[src/crm_pkg.sv]
// Purpose: shared constants and types of the command/response decoder
// Assumes: 32-bit commands arrive as whole words from a same-clock receiver
// Notes:   chips are coded 0 = quiescent, 1 = one step, 2 = two steps
package crm_pkg;
    // ************************************************************
    // frame layout
    // ************************************************************
    localparam int          CMD_W      = 32;
    localparam int          NIB_W      = 4;
    localparam int          BYTE_W     = 8;
    localparam int          CRC_W      = 8;
    localparam int          ADDR_LSB   = 28;   // node address field
    localparam int          CODE_LSB   = 24;   // command code field
    localparam int          EXT_LSB    = 16;   // extended data field
    localparam int          DATA_LSB   = 8;    // register data field
    localparam int          PAIR_LSB   = 17;   // pair address, bits 23..17
    localparam int          PAIR_W     = 7;
    localparam int          RESP_W     = 24;   // response without checksum
    localparam int          CNT_W      = 6;
    localparam logic [5:0]  BIT_LAST   = 6'h1F;   // 32 bits per pass
    localparam logic [3:0]  NIB_COUNT  = 4'h8;    // nibbles per response
    localparam logic [1:0]  CHIP_LAST  = 2'h2;    // three chips per symbol
    localparam logic [1:0]  LVL_Q      = 2'h0;
    localparam logic [3:0]  ADDR_GLOBAL = 4'h0;
    // ************************************************************
    // checksum and command codes
    // ************************************************************
    localparam logic [7:0]  CRC_POLY   = 8'h2F;   // x8+x5+x3+x2+x+1
    localparam logic [7:0]  CRC_SEED   = 8'hFF;
    localparam logic [7:0]  BYTE_ZERO  = 8'h00;
    localparam logic [3:0]  CMD_READ   = 4'h0;
    localparam logic [3:0]  CMD_WRITE  = 4'h8;
    localparam logic [3:0]  CMD_PERIODIC_COLLECTION_MODE   = 4'hB;
    // ************************************************************
    // nibble to chip table, {chip1, chip2, chip3}
    // ************************************************************
    localparam logic [5:0]  SYM_TAB [16] = '{
        6'h14, 6'h25, 6'h12, 6'h22, 6'h10, 6'h26, 6'h16, 6'h21,
        6'h28, 6'h24, 6'h1A, 6'h29, 6'h18, 6'h20, 6'h11, 6'h19};

    typedef enum logic [2:0] {
        ST_IDLE  = 3'b000,
        ST_CHECK = 3'b001,
        ST_EXEC  = 3'b010,
        ST_READ  = 3'b011,
        ST_GEN   = 3'b100,
        ST_LOAD  = 3'b101,
        ST_SEND  = 3'b110
    } crm_state_t;
endpackage

[src/crm_crc_if.sv]
// Purpose: carrier between the sequencer and the serial checksum engine
// Assumes: one clock domain
// Notes:   crc is the engine's register, valid the cycle after a shift
`timescale 1ns/1ps
interface crm_crc_if;
    logic       clr;
    logic       shift;
    logic       din;
    logic [7:0] crc;
    modport eng (input clr, input shift, input din, output crc);
    modport ctl (output clr, output shift, output din, input crc);
endinterface

[src/crm_crc_serial.sv]
// Purpose: bit-serial 8-bit checksum register
// Assumes: clr and shift are never wanted in the same cycle; clr wins
// Notes:   a check pass ends at zero, a generate pass ends at the checksum
`timescale 1ns/1ps
module crm_crc_serial
(
    input  wire logic   core_clk,
    input  wire logic   rstn,
    crm_crc_if.eng      bus
);
    logic [7:0] crc_ff;
    logic [7:0] nxt_crc;

    // ************************************************************
    // shift step
    // ************************************************************
    // message enters the low bit, feedback taps from the top bit
    assign nxt_crc = {crc_ff[crm_pkg::CRC_W-2:0], bus.din}
                   ^ (crc_ff[crm_pkg::CRC_W-1] ? crm_pkg::CRC_POLY : crm_pkg::BYTE_ZERO);
    assign bus.crc = crc_ff;

    // seed goes into the whole register before each pass
    always_ff @(posedge core_clk or negedge rstn)
    begin
        if (!rstn)
            crc_ff <= crm_pkg::CRC_SEED;
        else if (bus.clr)
            crc_ff <= crm_pkg::CRC_SEED;
        else if (bus.shift)
            crc_ff <= nxt_crc;
    end

    AST_CRC_SEED: assert property (@(posedge core_clk) disable iff (!rstn)
        bus.clr |=> crc_ff == crm_pkg::CRC_SEED)
        else $error("checksum not seeded");
    AST_CRC_HOLD: assert property (@(posedge core_clk) disable iff (!rstn)
        !bus.clr && !bus.shift |=> $stable(crc_ff))
        else $error("checksum moved without a shift");
endmodule

[src/crm_cmd_resp.sv]
// Purpose: command decode and response build for command/response mode
// Assumes: commands come as 32-bit words with valid/ready on core_clk;
//          the register array answers reads combinationally
// Notes:   chip_level is the drive step of the response current source
`timescale 1ns/1ps
module crm_cmd_resp
#(
    parameter int CHIP_CYCLES = 50   // core cycles per chip
)
(
    input  wire logic        core_clk,
    input  wire logic        rstn,
    input  wire logic        cmd_valid,
    input  wire logic [31:0] cmd_word,
    output logic             cmd_ready,
    input  wire logic [3:0]  node_address_register,
    output logic [6:0]       reg_pair_address,
    input  wire logic [7:0]  upper_reg_data_byte,
    input  wire logic [7:0]  lower_reg_data_byte,
    input  wire logic        upper_readable,
    input  wire logic        lower_readable,
    output logic             reg_wr_en,
    output logic [7:0]       reg_byte_address,
    output logic [7:0]       reg_wr_data,
    output logic [1:0]       chip_level,
    output logic             resp_active,
    output logic             periodic_collection_mode
);
    localparam logic [15:0] DIV_LAST = 16'(CHIP_CYCLES - 1);

    crm_pkg::crm_state_t state_ff;
    crm_pkg::crm_state_t nxt_state;
    logic [31:0] cmd_ff;
    logic [31:0] sh_ff;
    logic [23:0] resp_ff;
    logic [31:0] tx_ff;
    logic [5:0]  bit_cnt_ff;
    logic [3:0]  nib_cnt_ff;
    logic [1:0]  chip_idx_ff;
    logic [15:0] div_ff;
    logic [1:0]  chip_level_ff;
    logic        periodic_collection_mode_ff;

    crm_crc_if crc_bus();

    crm_crc_serial u_crc
    (
        .core_clk (core_clk),
        .rstn     (rstn),
        .bus      (crc_bus)
    );

    // ************************************************************
    // decode
    // ************************************************************
    // picks one chip of a symbol; chip 0 is the first sent
    function automatic logic [1:0] crm_pick(input logic [5:0] sym, input logic [1:0] idx);
        logic [1:0] lvl;
        lvl = sym[1:0];
        if (idx == 2'h0)
            lvl = sym[5:4];
        else if (idx == 2'h1)
            lvl = sym[3:2];
        return lvl;
    endfunction

    // field split of the held command word
    logic [3:0] cmd_addr;
    logic [3:0] cmd_code;
    logic       crc_good;
    logic       addr_match;
    logic       cmd_ok;
    logic       is_read;
    logic       is_write;
    logic       is_periodic_collection_mode;
    logic       capture;
    logic [7:0] hi_data;
    logic [7:0] lo_data;
    logic       chip_en;
    logic       last_bit;
    logic [1:0] sel_level;
    assign cmd_addr   = cmd_ff[crm_pkg::ADDR_LSB +: crm_pkg::NIB_W];
    assign cmd_code   = cmd_ff[crm_pkg::CODE_LSB +: crm_pkg::NIB_W];
    assign crc_good   = crc_bus.crc == crm_pkg::BYTE_ZERO;
    // a zero node address would alias the global address, so it never matches
    assign addr_match = (cmd_addr == node_address_register)
                      && (cmd_addr != crm_pkg::ADDR_GLOBAL);
    assign cmd_ok     = crc_good && addr_match && (state_ff == crm_pkg::ST_EXEC);
    assign is_read    = cmd_code == crm_pkg::CMD_READ;
    assign is_write   = cmd_code == crm_pkg::CMD_WRITE;
    assign is_periodic_collection_mode    = cmd_code == crm_pkg::CMD_PERIODIC_COLLECTION_MODE;
    assign capture    = (cmd_ok && is_read) || (state_ff == crm_pkg::ST_READ);
    assign hi_data    = upper_readable ? upper_reg_data_byte : crm_pkg::BYTE_ZERO;
    assign lo_data    = lower_readable ? lower_reg_data_byte : crm_pkg::BYTE_ZERO;
    assign last_bit   = bit_cnt_ff == crm_pkg::BIT_LAST;
    assign chip_en    = div_ff == DIV_LAST;
    assign sel_level  = crm_pick(crm_pkg::SYM_TAB[tx_ff[crm_pkg::CMD_W-1 -: crm_pkg::NIB_W]],
                                 chip_idx_ff);

    // register port: write address/data and read pair come from the command
    assign reg_pair_address = cmd_ff[crm_pkg::PAIR_LSB +: crm_pkg::PAIR_W];
    assign reg_byte_address = cmd_ff[crm_pkg::EXT_LSB +: crm_pkg::BYTE_W];
    assign reg_wr_data      = cmd_ff[crm_pkg::DATA_LSB +: crm_pkg::BYTE_W];
    assign reg_wr_en        = cmd_ok && is_write;

    // checksum engine steering: serial bits always come from the top of sh_ff
    assign crc_bus.clr   = (state_ff == crm_pkg::ST_IDLE) || capture;
    assign crc_bus.shift = (state_ff == crm_pkg::ST_CHECK) || (state_ff == crm_pkg::ST_GEN);
    assign crc_bus.din   = sh_ff[crm_pkg::CMD_W-1];

    assign cmd_ready   = (state_ff == crm_pkg::ST_IDLE) && !periodic_collection_mode_ff;
    assign resp_active = state_ff == crm_pkg::ST_SEND;
    assign chip_level  = chip_level_ff;
    assign periodic_collection_mode = periodic_collection_mode_ff;

    // ************************************************************
    // sequencer
    // ************************************************************
    // next state; every rejected command falls straight back to idle
    always_comb
    begin
        nxt_state = state_ff;
        case (state_ff)
            crm_pkg::ST_IDLE:
                if (cmd_valid && cmd_ready)
                    nxt_state = crm_pkg::ST_CHECK;
            crm_pkg::ST_CHECK:
                if (last_bit)
                    nxt_state = crm_pkg::ST_EXEC;
            crm_pkg::ST_EXEC:
                if (cmd_ok && is_read)
                    nxt_state = crm_pkg::ST_GEN;
                else if (cmd_ok && is_write)
                    nxt_state = crm_pkg::ST_READ;   // read back after the write
                else
                    nxt_state = crm_pkg::ST_IDLE;
            crm_pkg::ST_READ:
                nxt_state = crm_pkg::ST_GEN;
            crm_pkg::ST_GEN:
                if (last_bit)
                    nxt_state = crm_pkg::ST_LOAD;
            crm_pkg::ST_LOAD:
                nxt_state = crm_pkg::ST_SEND;
            crm_pkg::ST_SEND:
                if (chip_en && (nib_cnt_ff == crm_pkg::NIB_COUNT))
                    nxt_state = crm_pkg::ST_IDLE;
            default:
                nxt_state = crm_pkg::ST_IDLE;
        endcase
    end

    always_ff @(posedge core_clk or negedge rstn)
    begin
        if (!rstn)
            state_ff <= crm_pkg::ST_IDLE;
        else
            state_ff <= nxt_state;
    end

    // periodic mode is sticky until reset; commands are refused from then on
    always_ff @(posedge core_clk or negedge rstn)
    begin
        if (!rstn)
            periodic_collection_mode_ff <= 1'b0;
        else if (cmd_ok && is_periodic_collection_mode)
            periodic_collection_mode_ff <= 1'b1;
    end

    // ************************************************************
    // datapath
    // ************************************************************
    // command hold and serial shifter; generate pass appends eight zeros
    always_ff @(posedge core_clk or negedge rstn)
    begin
        if (!rstn)
        begin
            cmd_ff     <= '0;
            sh_ff      <= '0;
            resp_ff    <= '0;
            bit_cnt_ff <= '0;
        end
        else if (cmd_valid && cmd_ready)
        begin
            cmd_ff     <= cmd_word;
            sh_ff      <= cmd_word;
            bit_cnt_ff <= '0;
        end
        else if (capture)
        begin
            resp_ff    <= {node_address_register, cmd_code, hi_data, lo_data};
            sh_ff      <= {node_address_register, cmd_code, hi_data, lo_data,
                           crm_pkg::BYTE_ZERO};
            bit_cnt_ff <= '0;
        end
        else if (crc_bus.shift)
        begin
            sh_ff      <= {sh_ff[crm_pkg::CMD_W-2:0], 1'b0};
            bit_cnt_ff <= bit_cnt_ff + 6'h01;
        end
    end

    // chip divider and symbol stepping; the last chip is held a full period
    always_ff @(posedge core_clk or negedge rstn)
    begin
        if (!rstn)
        begin
            tx_ff         <= '0;
            div_ff        <= '0;
            nib_cnt_ff    <= '0;
            chip_idx_ff   <= '0;
            chip_level_ff <= crm_pkg::LVL_Q;
        end
        else if (state_ff == crm_pkg::ST_LOAD)
        begin
            tx_ff       <= {resp_ff, crc_bus.crc};
            div_ff      <= DIV_LAST;                 // first chip starts at once
            nib_cnt_ff  <= '0;
            chip_idx_ff <= '0;
        end
        else if (state_ff == crm_pkg::ST_SEND)
        begin
            div_ff <= chip_en ? 16'h0000 : div_ff + 16'h0001;
            if (chip_en && (nib_cnt_ff == crm_pkg::NIB_COUNT))
                chip_level_ff <= crm_pkg::LVL_Q;
            else if (chip_en)
            begin
                chip_level_ff <= sel_level;
                chip_idx_ff   <= (chip_idx_ff == crm_pkg::CHIP_LAST) ? 2'h0 : chip_idx_ff + 2'h1;
                if (chip_idx_ff == crm_pkg::CHIP_LAST)
                begin
                    tx_ff      <= {tx_ff[crm_pkg::CMD_W-crm_pkg::NIB_W-1:0], 4'h0};
                    nib_cnt_ff <= nib_cnt_ff + 4'h1;
                end
            end
        end
    end

    // ************************************************************
    // checks
    // ************************************************************
    AST_BAD_CRC_DROP: assert property (@(posedge core_clk) disable iff (!rstn)
        (state_ff == crm_pkg::ST_EXEC) && !crc_good
        |-> !reg_wr_en ##1 state_ff == crm_pkg::ST_IDLE)
        else $error("bad checksum not dropped");
    AST_ADDR_MISS: assert property (@(posedge core_clk) disable iff (!rstn)
        (state_ff == crm_pkg::ST_EXEC) && !addr_match |=> state_ff == crm_pkg::ST_IDLE)
        else $error("foreign address answered");
    AST_RESV_IGNORE: assert property (@(posedge core_clk) disable iff (!rstn)
        (state_ff == crm_pkg::ST_EXEC) && !is_read && !is_write
        |-> !reg_wr_en ##1 state_ff == crm_pkg::ST_IDLE)
        else $error("reserved code acted on");
    AST_WRITE_THEN_READ: assert property (@(posedge core_clk) disable iff (!rstn)
        reg_wr_en |=> (state_ff == crm_pkg::ST_READ) ##1 (state_ff == crm_pkg::ST_GEN))
        else $error("write not followed by read back");
    AST_HEAD_FIELDS: assert property (@(posedge core_clk) disable iff (!rstn)
        capture |=> resp_ff[crm_pkg::RESP_W-1 -: crm_pkg::BYTE_W]
                    == {$past(node_address_register), $past(cmd_code)})
        else $error("response head wrong");
    AST_DATA_SAMPLE: assert property (@(posedge core_clk) disable iff (!rstn)
        capture |=> resp_ff[crm_pkg::BYTE_W*2-1:0] == {$past(hi_data), $past(lo_data)})
        else $error("response data wrong");
    // counted from the take edge, so a wrong bit counter end point is caught
    AST_CHECK_LEN: assert property (@(posedge core_clk) disable iff (!rstn)
        cmd_valid && cmd_ready |-> ##33 state_ff == crm_pkg::ST_EXEC)
        else $error("check pass length wrong");
    AST_CRC_APPEND: assert property (@(posedge core_clk) disable iff (!rstn)
        (state_ff == crm_pkg::ST_GEN) && last_bit
        |=> (state_ff == crm_pkg::ST_LOAD) ##1 (tx_ff[crm_pkg::CRC_W-1:0] == crc_bus.crc))
        else $error("checksum not appended");
    AST_CHIP_MAP: assert property (@(posedge core_clk) disable iff (!rstn)
        resp_active && chip_en && (nib_cnt_ff != crm_pkg::NIB_COUNT)
        |=> chip_level_ff == $past(sel_level))
        else $error("chip level off table");
    AST_PERIODIC_COLLECTION_MODE_ENTER: assert property (@(posedge core_clk) disable iff (!rstn)
        cmd_ok && is_periodic_collection_mode |=> periodic_collection_mode && !cmd_ready && !resp_active)
        else $error("periodic mode not entered");
endmodule

[config.mk]
export PLATFORM = sky130hd
export DESIGN_NAME = crm_cmd_resp
export DESIGN_NICKNAME = d
export VERILOG_FILES = /design/src/crm_pkg.sv /design/src/crm_crc_if.sv /design/src/crm_crc_serial.sv /design/src/crm_cmd_resp.sv
export SDC_FILE = /design/constraint.sdc
export NUM_CORES = 1
export LEC_CHECK = 0
export ABC_AREA = 1
export BUFFER_PORTS_ARGS = -buffer_cell sky130_fd_sc_hd__buf_2
export CAP_MARGIN = 15
export CORE_MARGIN = 3
export CORE_UTILIZATION = 53
export CTS_CLUSTER_SIZE = 40
export DETAILED_ROUTE_END_ITERATION = 10
export GPL_TIMING_DRIVEN = 0
export PLACE_DENSITY = 0.87
export SLEW_MARGIN = 20
export SYNTH_ARGS = -nofsm -noshare
export SYNTH_HDL_FRONTEND = slang
export SYNTH_SLANG_ARGS = --single-unit
[constraint.sdc]
create_clock -name core_clk -period 2 [get_ports core_clk]
set_clock_uncertainty 0.1 [all_clocks]
set_input_delay 0.3 -clock core_clk [delete_from_list [all_inputs] [get_ports core_clk]]
set_output_delay 0.3 -clock core_clk [all_outputs]
set_load 0.01 [all_outputs]
==> qor.yml <==
synth_cell_type_count: 40
synth_top_flop_cell: "dfrtp_1"
synthArstFlopShare_pct: 100
status: "finished with violations"
start_kind: "register"
dr.max_layer_used: "met4"
start_util_pct: 54.5
holdPathStages: 3
hpwl_microns: 13900
worst-path-buf-inv: 1
arrival_ns: 2.04
finalSetupViolations: 64
grt_use_total_pct: 24.5
synthTopCellsByArea: "dfrtp_1, nand2_1, o21ai_0"
drt_iter0_markers: 1064
cts_buffer_depth: 2
met1Wirelength_microns: 9160
vias_per_cell: 5.86
cp_slowest_cell: "dfrtp_1"
final_common_cell: "nand2_1"
routed_wl_microns: 24800
r2r-start: "state_ff[2]"
reg2regPathDepth: 12
drive_gt1_share_pct: 25.9
finalWeightedCongestion: 0.908
synth_edf_count: 0
maxSlewViolCount: 0
cp_data_required_time_ns: 1.60
ant_nets: 0
ys_seq_elements: 154
layout_min_cycle_time_ns: 2.44
synthCells: 1063
grt_pass1_vias: 6873
final_nets: 1275
insertion_delay_ns: 0.45
path_delay_family: "simple AND/OR/NAND/NOR gates"
dieWidth_microns: 129
cp_max_fo: 3
drcViolationCount: 0
crit_type: "reg2out"
wl_met2_microns: 11800
total_power_mw: 7.66
leakage_nw: 5.70
ios: 86
netlist_area_sq_um: 7980
clock-root-buffer: "clkbuf_16"
fin_tns_setup_ns: -8.20
clkSinkCount: 154
htree_levels: 4
r2r-end: "sh_ff[17]"
gr-total-overflow: 0
syn_nets: 1129
drv_cap: 0
fmax_ghz: 0.410
max-slew-margin-rel_pct: 62.8
cts_buffers: 17
hold_viol: 0
rsz0062_at_grt: "true"
worst_slack_ns: -0.442
cp_slowest_stage_delay_ns: 0.45
peakVddDrop_mv: 0.679
io_buffer_count: 83
final_cell_mix: "nand2_1, dfrtp_1, inv_1, o21ai_0, buf_2"
avgRoutedWirePerCell_microns: 17.7
crit_chain: "xnor2_2, nand4_1, nor4_2, nand2_1, nor2_2, buf_2"
syn_area_per_cell_sq_um: 7.51
synth_top_cell_area_share_pct: 45.8
postLayoutCellArea_sq_um: 10300
die_h_microns: 129
pre_cts_slack_ns: -0.263
tritoncts: "done"
seq_area_frac_synth_pct: 48.4
die_area_sq_um: 16600
wl_met3_microns: 2420
syn2layout_area_growth_pct: 29.1
fill_cells: 969
hold_path_class: "in2reg"
diodes: 0
grt_pass1_wl_microns: 32400
synth_warnings: 0
core_sq_um: 14600
synth_top_cell_by_area: "dfrtp_1"
pwr_density_cell_nw_per_um2: 744
worst_pin_slew_ns: 0.558
ff2ff_setup_slack_ns: -0.28
violations: "setup timing"
min_to: "cmd_ff[12]"
hold_start: "cmd_word[12]"
clk_pin_slew_ns: 0.07
end_kind: "output pin"
grt_max_degree: 85
rows: 44
period_share_pct: 122
place_area_sq_um: 8660
vias: 8239
antenna_found_initial: 0
firstDrtPassIters: 6
[registers in the layout, summed over array words and instances, names as in the netlist, 4 cells and up]
register       count
bit_cnt_ff         6
cmd_ff            24
div_ff            16
nib_cnt_ff         4
resp_ff           24
sh_ff             32
tx_ff             32
u_crc.bus.crc      8
[worst max path at each step]
stage / start / to / slack [ns] / cells past startpoint
after floorplan: u_crc.bus.crc[7] / u_crc.bus.crc[2] / 0.11 / 9
after global placement: rstn / bit_cnt_ff[5] / -1.70 / 1
after detailed placement: u_crc.bus.crc[7] / u_crc.bus.crc[2] / -0.26 / 9
after CTS: state_ff[2] / reg_wr_en / -0.22 / 7
after global routing: cmd_ff[30] / reg_wr_en / -0.43 / 6
final: cmd_ff[30] / reg_wr_en / -0.44 / 6
[through the flow]
step | hold slack (ns) | instances | utilization [%]
2_1_floorplan | -0.0956 | 1063 | -
3_3_place_gp | 0.354 | 1330 | 58.9
3_5_place_dp | 0.199 | 1331 | 59.2
4_1_cts | 0.00119 | 1383 | 65.2
5_1_grt | 0.0164 | 1406 | 70.3
6_report | 0.00487 | 1406 | 70.3
[final cells by class]
| cell class | instances | area [sq um] | share of cell area, % |
|---|---|---|---|
| Multi-Input combinational cell | 708 | 3610 | 35.0 |
| Timing Repair Buffer | 128 | 975 | 9.46 |
| Tap cell | 184 | 230 | 2.23 |
| Clock buffer | 18 | 439 | 4.26 |
| Timing Repair inverter | 1 | 6.26 | 0.0607 |
| Buffer | 66 | 497 | 4.82 |
| Clock inverter | 14 | 158 | 1.53 |
| Inverter | 133 | 520 | 5.05 |
| Sequential cell | 154 | 3870 | 37.5 |
[cells by family (layout without fill, tap and decap cells)]
group	Yosys count	in the layout	share of synthesized area [%]
simple gates	535	535	27.8
flops	154	154	48.4
xor+xnor	8	8	0.878
mux	1	1	0.125
fa+ha+maj	9	9	1.41
compound gates	155	155	10.4
buf+inv	201	360	11.0
[synthesized netlist by cell type (2+ instances only)]
cell type  count
nor2_1        60
xnor2_1        3
ha_1           9
nor3_1         9
xor2_1         5
clkbuf_1      25
inv_1        126
or2_2          6
buf_4         27
a21oi_1       21
o211ai_1       7
a211oi_1       2
dfstp_2        8
o21ai_0      107
o31ai_1        2
nand4_1       17
o221ai_1       2
nor2_2         2
nor3b_1        2
a22oi_1        2
inv_2          6
o21ai_1        3
o22ai_1        5
nor4_1         2
nand3_1       64
dfrtp_1      146
nand2_1      367
buf_2         16
[report_power, final]
part	leakage (nW)	internal, mW	switching (mW)	total (mW)
clock	0.285	1.89	1.41	3.30
sequential	1.99	3.39	0.181	3.57
combinational	3.42	0.344	0.447	0.791
total	5.70	5.62	2.04	7.66
[worst min-delay path, stage by stage]
cell	delay (ns)
buf_2	0.08
nand2_1	0.07
nand2_1	0.06
[layer usage]
layer | vias to the layer above | global-route usage, %
li1 | 3645 | -
met3 | 160 | 5.35
met2 | 568 | 38.7
met1 | 3866 | 33.0
met4 | 0 | 10.1
met5 | - | 0
[repair_timing]
action | 4_1_cts | 5_1_grt
cloned | 0 | 7
pin swaps | 7 | 56
endpoints found under the setup margin | 94 | 102
hold buffers | 15 | 0
gates resized for setup | 30 | 185
endpoints found under the hold margin | 77 | 0
setup buffers | 6 | 17
Power figures use the tool's default switching activity.
